## src/include/gtc_pkg.sv

```systemverilog
// Package with register map, field layout and code tables for the pin and test source control.
package gtc_pkg;
    localparam int NUM_PINS = 8;
    localparam int ADDR_W = 4;
    localparam int DATA_W = 8;
    localparam logic [3:0] ADDR_PIN_CONNECT = 4'h0;
    localparam logic [3:0] ADDR_PIN_DIR = 4'h1;
    localparam logic [3:0] ADDR_PIN_VALUE = 4'h2;
    localparam logic [3:0] ADDR_TEST_POS = 4'h3;
    localparam logic [3:0] ADDR_TEST_NEG = 4'h4;
    localparam logic [3:0] ADDR_TEST_CTRL = 4'h5;
    localparam logic [3:0] ADDR_LSHIFT = 4'h6;
    localparam logic [3:0] ADDR_STATUS = 4'h7;
    localparam logic [7:0] RST_PIN_CONNECT = 8'h00;
    localparam logic [7:0] RST_PIN_DIR = 8'hff;
    localparam logic [7:0] RST_PIN_VALUE = 8'h00;
    localparam logic [7:0] RST_TEST_CODE = 8'h00;
    localparam logic [7:0] RD_UNMAPPED = 8'h00;
    localparam int CTRL_POS_ROUTE_BIT = 0;
    localparam int CTRL_NEG_ROUTE_BIT = 1;
    localparam int CTRL_CHOP_BIT = 2;
    localparam int STAT_LS_READY_BIT = 0;
    localparam int STAT_LS_BUSY_BIT = 1;
    localparam int STAT_CODE_BAD_BIT = 2;
    localparam int STAT_CHOP_CONFLICT_BIT = 3;
    localparam logic [4:0] CODE_MID = 5'h00;
    localparam logic [4:0] CODE_UP_MIN = 5'h01;
    localparam logic [4:0] CODE_UP_MAX = 5'h09;
    localparam logic [4:0] CODE_DN_MIN = 5'h11;
    localparam logic [4:0] CODE_DN_MAX = 5'h19;
    localparam logic [3:0] SIGN_BIT_POS = 4'h4;
    localparam int LS_SETTLE_US_C01 = 220;
    localparam int LS_SETTLE_US_C1 = 2200;
    localparam int LS_SETTLE_US_C10 = 22000;
    localparam int CLK_MHZ = 100;
    localparam int LS_CYC_C01 = LS_SETTLE_US_C01 * CLK_MHZ;
    localparam int LS_CYC_C1 = LS_SETTLE_US_C1 * CLK_MHZ;
    localparam int LS_CYC_C10 = LS_SETTLE_US_C10 * CLK_MHZ;
    localparam int LS_CNT_W = 22;
    localparam logic [1:0] LS_LOAD_C01 = 2'h0;
    localparam logic [1:0] LS_LOAD_C1 = 2'h1;
    localparam logic [1:0] LS_LOAD_C10 = 2'h2;

    typedef enum logic [1:0] {
        LS_OFF = 2'b00,
        LS_SETTLING = 2'b01,
        LS_READY = 2'b11
    } gtc_ls_state_t;

    typedef struct packed {
        logic [DATA_W-1:0] connect;
        logic [DATA_W-1:0] dir;
        logic [DATA_W-1:0] value;
    } gtc_pin_cfg_t;

    typedef struct packed {
        logic [4:0] code;
        logic valid;
        logic raise;
        logic lower;
        logic [3:0] step;
    } gtc_test_chan_t;
endpackage

```

## src/gtc_ctrl.sv

```systemverilog
// Pin function, test voltage source and level-shift control of the converter.
`timescale 1ns/100ps
`default_nettype none
// How it works
// - Eight pin functions 0..7 share the analog inputs from input three up to the common pin.
// - A set bit in the connect register attaches the pin function, a clear bit leaves the analog input.
// - A clear direction bit makes the pin an output, a set bit an input.
// - Writing the value register sets output levels and reading it returns sampled input levels.
// - The value bit of an output pin reads as zero.
// - The test source has positive and negative channels, each set by its own code register.
// - The positive channel feeds both positive input muxes, the negative channel both negative ones.
// - Two route bits put the positive channel on input six and the negative channel on input seven.
// - Code zero gives the mid-supply level, a ratio of one half.
// - Codes 01h-09h raise and 11h-19h lower the level by mirrored steps from 0.0015625 to 0.4.
// - An optional level shift at mid supply can be put on the common input pin.
module gtc_ctrl #(
    parameter int NPINS = gtc_pkg::NUM_PINS,
    parameter int SETTLE_C01 = gtc_pkg::LS_CYC_C01,
    parameter int SETTLE_C1 = gtc_pkg::LS_CYC_C1,
    parameter int SETTLE_C10 = gtc_pkg::LS_CYC_C10
) (
    input wire logic mclk_i,
    input wire logic nrst_i,
    input wire logic clk_en_i,
    input wire logic [gtc_pkg::ADDR_W-1:0] addr_i,
    input wire logic [gtc_pkg::DATA_W-1:0] wdata_i,
    input wire logic wr_i,
    input wire logic rd_i,
    output logic [gtc_pkg::DATA_W-1:0] rdata_o,
    input wire logic [gtc_pkg::DATA_W-1:0] pin_in_i,
    output logic [gtc_pkg::DATA_W-1:0] pin_out_o,
    output logic [gtc_pkg::DATA_W-1:0] pin_oe_o,
    output logic [gtc_pkg::DATA_W-1:0] pin_connect_o,
    output gtc_pkg::gtc_test_chan_t test_pos_o,
    output gtc_pkg::gtc_test_chan_t test_neg_o,
    output logic test_pos_to_mux_o,
    output logic test_neg_to_mux_o,
    output logic test_pos_pin_route_o,
    output logic test_neg_pin_route_o,
    output logic level_shift_en_o,
    output logic level_shift_ready_o
);
    import gtc_pkg::*;

    initial begin
        if (NPINS != NUM_PINS) begin
            $error("gtc_ctrl serves exactly eight shared pins");
        end
        if (SETTLE_C01 < 1 || SETTLE_C1 < 1 || SETTLE_C10 < 1) begin
            $error("gtc_ctrl settle counts must be at least one cycle");
        end
        // Any of the three loads may be the longest, so each is checked.
        if (SETTLE_C01 >= (1 << LS_CNT_W) || SETTLE_C1 >= (1 << LS_CNT_W)
            || SETTLE_C10 >= (1 << LS_CNT_W)) begin
            $error("gtc_ctrl settle count exceeds counter width");
        end
    end

    gtc_pin_cfg_t pin_ff;
    logic [7:0] pos_code_ff;
    logic [7:0] neg_code_ff;
    logic [7:0] ctrl_ff;
    logic [7:0] lshift_ff;
    logic [7:0] rdata_ff;
    logic [LS_CNT_W-1:0] ls_cnt_ff;
    gtc_ls_state_t ls_state_ff;
    gtc_ls_state_t nxt_ls_state;
    logic [LS_CNT_W-1:0] nxt_ls_cnt;
    logic [LS_CNT_W-1:0] settle_cnt;

    wire sel_connect = (addr_i == ADDR_PIN_CONNECT);
    wire sel_dir = (addr_i == ADDR_PIN_DIR);
    wire sel_value = (addr_i == ADDR_PIN_VALUE);
    wire sel_pos = (addr_i == ADDR_TEST_POS);
    wire sel_neg = (addr_i == ADDR_TEST_NEG);
    wire sel_ctrl = (addr_i == ADDR_TEST_CTRL);
    wire sel_ls = (addr_i == ADDR_LSHIFT);
    wire sel_stat = (addr_i == ADDR_STATUS);

    // Decode a code into its step and direction; unlisted codes act as mid.
    function automatic gtc_test_chan_t decode_code(input logic [7:0] c);
        gtc_test_chan_t r;
        r.code = c[4:0];
        r.raise = (c[7:5] == 3'h0) && (c[4:0] >= CODE_UP_MIN)
            && (c[4:0] <= CODE_UP_MAX);
        r.lower = (c[7:5] == 3'h0) && (c[4:0] >= CODE_DN_MIN)
            && (c[4:0] <= CODE_DN_MAX);
        r.valid = r.raise || r.lower || (c == {3'h0, CODE_MID});
        r.step = (r.raise || r.lower) ? c[3:0] : 4'h0;
        return r;
    endfunction

    // Step n on either side is the same offset, mirrored about mid supply.
    assign test_pos_o = decode_code(pos_code_ff);
    assign test_neg_o = decode_code(neg_code_ff);

    // Both channels are always offered to both converters' muxes.
    assign test_pos_to_mux_o = 1'b1;
    assign test_neg_to_mux_o = 1'b1;
    assign test_pos_pin_route_o = ctrl_ff[CTRL_POS_ROUTE_BIT];
    assign test_neg_pin_route_o = ctrl_ff[CTRL_NEG_ROUTE_BIT];

    // Pin i sits on analog input three plus i, pin 7 being the common pin.
    assign pin_connect_o = pin_ff.connect;
    assign pin_oe_o = pin_ff.connect & ~pin_ff.dir;
    assign pin_out_o = pin_ff.value & pin_oe_o;

    // Output pins read back zero rather than the level being driven.
    wire [7:0] value_rd = pin_in_i & pin_ff.connect
        & pin_ff.dir;

    assign level_shift_en_o = lshift_ff[0];
    assign level_shift_ready_o = (ls_state_ff == LS_READY);

    // Software may still start early; the ready flag only tells it when not to.
    wire chop_conflict = ctrl_ff[CTRL_CHOP_BIT]
        && (pos_code_ff != 8'h00 || neg_code_ff != 8'h00);
    wire [7:0] status_rd = {4'h0, chop_conflict,
        ~(test_pos_o.valid & test_neg_o.valid),
        (ls_state_ff == LS_SETTLING), level_shift_ready_o};

    wire [7:0] rd_mux =
        sel_connect ? pin_ff.connect :
        sel_dir ? pin_ff.dir :
        sel_value ? value_rd :
        sel_pos ? pos_code_ff :
        sel_neg ? neg_code_ff :
        sel_ctrl ? ctrl_ff :
        sel_ls ? lshift_ff :
        sel_stat ? status_rd : RD_UNMAPPED;

    assign settle_cnt =
        (lshift_ff[2:1] == LS_LOAD_C01) ? LS_CNT_W'(SETTLE_C01) :
        (lshift_ff[2:1] == LS_LOAD_C1) ? LS_CNT_W'(SETTLE_C1) :
        LS_CNT_W'(SETTLE_C10);

    wire ls_write = wr_i && sel_ls;

    // Settling timer restarts on every level-shift write with bit 0 set; a write with bit 0 clear turns it off.
    always_comb begin
        nxt_ls_state = ls_state_ff;
        nxt_ls_cnt = ls_cnt_ff;
        case (ls_state_ff)
            LS_OFF: begin
                if (ls_write && wdata_i[0]) begin
                    nxt_ls_state = LS_SETTLING;
                    nxt_ls_cnt = '0;
                end
            end
            LS_SETTLING: begin
                if (ls_write) begin
                    nxt_ls_state = wdata_i[0] ? LS_SETTLING : LS_OFF;
                    nxt_ls_cnt = '0;
                end else if (ls_cnt_ff + 1'b1 >= settle_cnt) begin
                    nxt_ls_state = LS_READY;
                end else begin
                    nxt_ls_cnt = ls_cnt_ff + 1'b1;
                end
            end
            LS_READY: begin
                if (ls_write) begin
                    nxt_ls_state = wdata_i[0] ? LS_SETTLING : LS_OFF;
                    nxt_ls_cnt = '0;
                end
            end
            default: begin
                nxt_ls_state = LS_OFF;
            end
        endcase
    end

    always_ff @(posedge mclk_i or negedge nrst_i) begin
        if (!nrst_i) begin
            pin_ff.connect <= RST_PIN_CONNECT;
            pin_ff.dir <= RST_PIN_DIR;
            pin_ff.value <= RST_PIN_VALUE;
        end else if (clk_en_i && wr_i) begin
            if (sel_connect) begin
                pin_ff.connect <= wdata_i;
            end else if (sel_dir) begin
                pin_ff.dir <= wdata_i;
            end else if (sel_value) begin
                pin_ff.value <= wdata_i;
            end
        end
    end

    always_ff @(posedge mclk_i or negedge nrst_i) begin
        if (!nrst_i) begin
            pos_code_ff <= RST_TEST_CODE;
            neg_code_ff <= RST_TEST_CODE;
            ctrl_ff <= 8'h00;
            lshift_ff <= 8'h00;
        end else if (clk_en_i && wr_i) begin
            if (sel_pos) begin
                pos_code_ff <= wdata_i;
            end else if (sel_neg) begin
                neg_code_ff <= wdata_i;
            end else if (sel_ctrl) begin
                ctrl_ff <= {5'h00, wdata_i[2:0]};
            end else if (sel_ls) begin
                lshift_ff <= {5'h00, wdata_i[2:0]};
            end
        end
    end

    always_ff @(posedge mclk_i or negedge nrst_i) begin
        if (!nrst_i) begin
            ls_state_ff <= LS_OFF;
            ls_cnt_ff <= '0;
            rdata_ff <= 8'h00;
        end else if (clk_en_i) begin
            ls_state_ff <= nxt_ls_state;
            ls_cnt_ff <= nxt_ls_cnt;
            if (rd_i) begin
                rdata_ff <= rd_mux;
            end
        end
    end

    assign rdata_o = rdata_ff;
endmodule
`default_nettype wire

```

## config.mk

```make
export PLATFORM = sky130hd
export DESIGN_NAME = gtc_ctrl
export DESIGN_NICKNAME = d
export VERILOG_FILES = /design/src/include/gtc_pkg.sv /design/src/gtc_ctrl.sv
export SDC_FILE = /design/constraint.sdc
export NUM_CORES = 1
export LEC_CHECK = 0
export ABC_AREA = 1
export BUFFER_PORTS_ARGS = -buffer_cell sky130_fd_sc_hd__buf_2
export CORE_ASPECT_RATIO = 1.4
export CORE_MARGIN = 1.5
export CORE_UTILIZATION = 61
export DETAILED_ROUTE_END_ITERATION = 7
export PLACE_DENSITY = 0.92
export SLEW_MARGIN = 10
export SYNTH_ARGS = -nofsm -noshare
export SYNTH_HDL_FRONTEND = slang
export SYNTH_SLANG_ARGS = --single-unit
```

## constraint.sdc

```tcl
create_clock -name mclk_i -period 3.8 [get_ports mclk_i]
set_input_delay 0.95 -clock mclk_i [delete_from_list [all_inputs] [get_ports mclk_i]]
set_output_delay 0.95 -clock mclk_i [all_outputs]
set_load 0.05 [all_outputs]
```

==> After elaboration in Yosys (flattened, before gate mapping) <==
Cells that the tools add are included.
{ "totals": {"ramBits": 0, "latch_bits": 0, "mem_count": 0, "regBits": 78, "output_inout_bits": 62, "mem_bits_ro": 0, "word_cells": 106, "input_bits": 25} }
{ "op_classes": {"div": 0, "add_sub_neg": 1, "n_lt_le_gt_ge": 9, "bitwise": 12, "mux": 23, "shift": 0, "eq_ne": 14, "n_mul": 0, "n_reduce_logical": 37} }
{ "ops": {"columns": ["cell", "count"], "rows": [
  ["22-bit 2-to-1 mux", 6],
  ["22-bit case mux with 3 select lines", 1],
  ["8-bit 2-to-1 mux", 5],
  ["8-bit bitwise AND", 4],
  ["22-bit by 1-bit adder with 22-bit output, second input constant", 1],
  ["22-bit >= comparator", 1],
  ["4-bit 2-to-1 mux", 5],
  ["4-bit by 3-bit == test with 1-bit output, second input constant", 4],
  ["8-bit zero test", 2],
  ["8-bit nonzero test", 2],
  ["1-bit logical AND", 12],
  ["4-bit AND reduction", 3],
  ["5-bit by 1-bit >= comparator with 1-bit output, second input constant", 2],
  ["5-bit >= comparator, second input constant", 2],
  ["5-bit by 4-bit <= comparator with 1-bit output, second input constant", 2],
  ["5-bit <= comparator, second input constant", 2],
  ["5-bit AND reduction", 2],
  ["4-bit by 2-bit == test with 1-bit output, second input constant", 2],
  ["2-bit 2-to-1 mux", 4],
  ["8-bit NOT", 1],
  ["3-bit zero test", 2],
  ["1-bit NOT", 6],
  ["2-bit case mux with 3 select lines", 1],
  ["2-bit AND reduction", 3],
  ["14 further kinds", 21]
]} }

==> Logic depth before layout (Yosys ltp) <==
{ "logic_depth": {"word_depth": 15, "depth_mapped": 21} }

==> Worst setup path before layout <==
Ideal clock, no wire load.
{ "synth_timing": {"path_type": "register to register", "startpoint": "register ls_cnt_ff[0]", "endpoint": "register ls_cnt_ff[2]", "setup_time_ps": 117, "arrival_time_ps": 2491, "path_stages_with_launch": 22, "period_less_slack_ps": 2608, "slack_ps": 1192, "path_cell_list": "dfrtp_1 nand3_1 inv_1 nand2_1 inv_1 nand2_1 nor3_1 nand3_1 xor2_1 inv_1 ha_1 inv_1 nor2_2 a21oi_2 nand2_1 nor2_2 nand3_2 nand2_4 nand2_4 buf_6 nand2_1 nand2_1"} }
{ "synth_via": {"elab_chain_cells": 4} }
{ "synth_rtl": {"columns": ["element", "line_no", "source"], "rows": [
  ["start, declared", "gtc_ctrl.sv:65", "logic [LS_CNT_W-1:0] ls_cnt_ff;"],
  ["start signal, assigned", "gtc_ctrl.sv:214", "ls_cnt_ff <= nxt_ls_cnt;"],
  ["22-bit by 1-bit adder with 22-bit output *", "gtc_ctrl.sv:154, gtc_ctrl.sv:157", null],
  ["22-bit >= comparator / 22-bit 2-to-1 mux (equally long branches)", "gtc_ctrl.sv:154", "end else if (ls_cnt_ff + 1'b1 >= settle_cnt) begin"],
  ["3-bit != test (no source line) / 22-bit 2-to-1 mux (equally long branches)", null, null],
  ["5-bit AND reduction (no source line) / 22-bit case mux with 3 select lines (equally long branches)", null, null]
]} }
Every way passes the cells marked *; elsewhere a longest branch is shown, timed or not. The select of a mux whose other input is x is not followed.
A chain may end at the register's enable or synchronous reset.

==> Worst setup path after layout <==
{ "layout_timing": {"startpoint": "register ls_cnt_ff[0]", "endpoint": "register ls_cnt_ff[16]"} }
Same word-level chain as after synthesis.

==> results_dict.tcl <==
set metrics [dict create \
    outcome "finished clean" \
    min_path_type "reg -> reg" \
    critPathMaxFanout 23 \
    rsz0062_at_grt "no" \
    fin_skew_ns 0.0108 \
    antenna_found_initial 0 \
    fmax_mhz 309 \
    powerDensity_nw_per_um2 512 \
    fin_tns_setup_ns 0 \
    hpwl_um 9900 \
    synth_cell_types 35 \
    async_flop_share_pct 100 \
    max_slew_margin_pct 33.6 \
    fin_crit_sh_pct 85.1 \
    worst_pin_slew_ns 0.996 \
    grt_pass1_wl_um 21400 \
    finalNonFillerCells 880 \
    cts_post_setup_buffers_inserted 0 \
    synth-warning-count 0 \
    cts_tree "done" \
    post_cts_resized 0 \
    grt_pass1_vias 4639 \
    syn-instance-count 710 \
    cp.required_ns 4.09 \
    row_count 38 \
    syn_to_final_growth_pct 11.5 \
    peakVddDrop_v 0.000533 \
    dp.cells 864 \
    cap_violations 0 \
    leakagePower_nw 2.96 \
    ys_ff_latch 78 \
    synth_top_cells_by_area "dfrtp_1, nand2_1, nor2_1" \
    cts_hold_buf 0 \
    initial_core_util_pct 63.2 \
    yosys_most_used_dff "dfrtp_1" \
    gp_congestion 1.02 \
    nNetsFinal 813 \
    path_clk_slew_ns 0.09 \
    h-tree-depth 3 \
    worstSetupPathType "reg -> reg" \
    fin_ws_ns 0.565 \
    pin_count 87 \
    cp-end-kind "register" \
    power_mw 2.82 \
    grt_usage_pct 32.2 \
    start_kind "register" \
    insertion_delay_ns 0.36 \
    n_antenna_cell 0 \
    synth_top_area_share_pct 35.5 \
    drtIter0Drc 364 \
    cts_buffers 9 \
    hold_viol 0 \
    drtAntennaViolNets 0 \
    clock-sinks 78 \
    dp_slack_ns 0.639 \
    seq_area_frac_synth_pct 39.8 \
    final_util_pct 70.5 \
    cts_root_buffer "clkbuf_8" \
    yosysMostFrequentCell "nand2_1" \
    vias 4909 \
    setup_viol 0 \
    drv_slew 0 \
    syn_area_um2 4930 \
    avgSynthCellArea_um2 6.94 \
    post_drt_wl_per_cell_um 15.3 \
    io_buffers 84 \
    drc 0 \
    synth_edf_count 0 \
    gr-total-overflow 0 \
    viasPerCell 5.58 \
    grt_max_degree 79 \
    dieWidth_um 79.0 \
    drive_gt1_share_pct 15.8 \
    synth_top_cell_by_area "dfrtp_1" \
    die_h_um 109 \
    drtPass1Iterations 5 \
    coreArea_um2 7800 \
    cp_data_arrival_time_ns 3.53 \
    max-clock-path-buffers 2 \
    synthTopCellsByCount "nand2_1, nor2_1, inv_1" \
    fp.dieArea_um2 8640 \
    period_minus_slack_ns 3.24 \
    drt_wl_total_um 13400 \
]
## critical path, cell delays in order, from the launching register on
cell and delay (ns):
dfrtp_1 0.44, nand3_1 0.16, inv_1 0.12, nand2_1 0.08, inv_1 0.08, nand2_1 0.08, nor3_1 0.23, nand3_1 0.14
xor2_1 0.19, inv_1 0.06, ha_1 0.31, inv_1 0.06, nor2_2 0.13, nand4_1 0.13, nor2_1 0.16, nor2_2 0.08
nand3_2 0.10, nand2_4 0.18, nand2_4 0.26, nand2_1 0.09, nand2_1 0.08
## through the flow
| step | cell area, µm² | hold slack (ns) |
|---|---|---|
| global placement | 5280 | 0.459 |
| detailed placement | 5280 | 0.465 |
| CTS | 5500 | 0.487 |
| floorplan | 4930 | 0.445 |
| global route | 5500 | 0.520 |
| finish | 5500 | 0.488 |
## worst paths after layout
path | slack [ns] | depth (start not counted) | to | startpoint
max in group asynchronous | 2.40 | 1 | ls_cnt_ff[17] | nrst_i
min reg2reg | 0.49 | 2 | rdata_o[2] | rdata_o[2]
min | 0.49 | 2 | rdata_o[2] | rdata_o[2]
max | 0.56 | 20 | ls_cnt_ff[16] | ls_cnt_ff[0]
min in group asynchronous | 0.73 | 1 | ls_cnt_ff[8] | nrst_i
max reg2reg | 0.56 | 20 | ls_cnt_ff[16] | ls_cnt_ff[0]
## layer usage
| metal | up-vias | global-route usage [%] | wire (µm) |
|---|---|---|---|
| met3 | 54 | 5.39 | 764 |
| met1 | 2301 | 34.3 | 4910 |
| li1 | 2348 | - | - |
| met5 | - | 0 | 0 |
| met4 | 0 | 21.8 | 783 |
| met2 | 206 | 57.8 | 6980 |
## cells by family after synthesis
family,count (synthesis),share of synthesized area [%]
DFF,78,39.8
adders and majority gates,13,3.30
buffers and inverters,128,11.7
other,1,0.0761
xor gates and xnor gates,13,2.31
and+or+nand+nor,393,33.2
AOI/OAI and AO/OA,84,9.54
## state kept, by name, indices dropped and copies added, names as in the netlist
| register | count |
|---|---|
| ls_cnt_ff | 22 |
| pin_ff | 16 |
| neg_code_ff | 8 |
| pin_connect_o | 8 |
| pos_code_ff | 8 |
| rdata_o | 8 |
| ctrl_ff | 3 |
| lshift_ff | 3 |
| ls_state_ff | 2 |
## power by group
part	total [mW]	internal (mW)	switching, mW
combinational	1.04	0.244	0.793
sequential	1.07	0.959	0.114
clock	0.706	0.388	0.318
## cell usage in the layout (no fill, tap or decap), drive strengths merged, types with 2 or more instances in the layout
cell type,n
nor3,9
conb,2
nand3,48
buf,87
o21ai,58
xnor2,5
clkbuf,12
dfstp,8
bufinv,2
xor2,8
nor3b,5
o221ai,4
or2,2
a41oi,2
a21oi,6
o21bai,2
nand2,217
and3,4
dfrtp,70
nand4,7
inv,94
a31oi,4
ha,13
o22ai,6
nor2,99
## area by class of cell
| type | count | area [µm²] |
|---|---|---|
| inverter | 94 | 353 |
| fill | 630 | 2300 |
| clock inverter | 4 | 72.6 |
| sequential | 78 | 1960 |
| tap | 100 | 125 |
| multi-input combinational | 505 | 2390 |
| timing repair buffer | 87 | 445 |
| clock buffer | 12 | 145 |
Power figures use the tool's default switching activity.
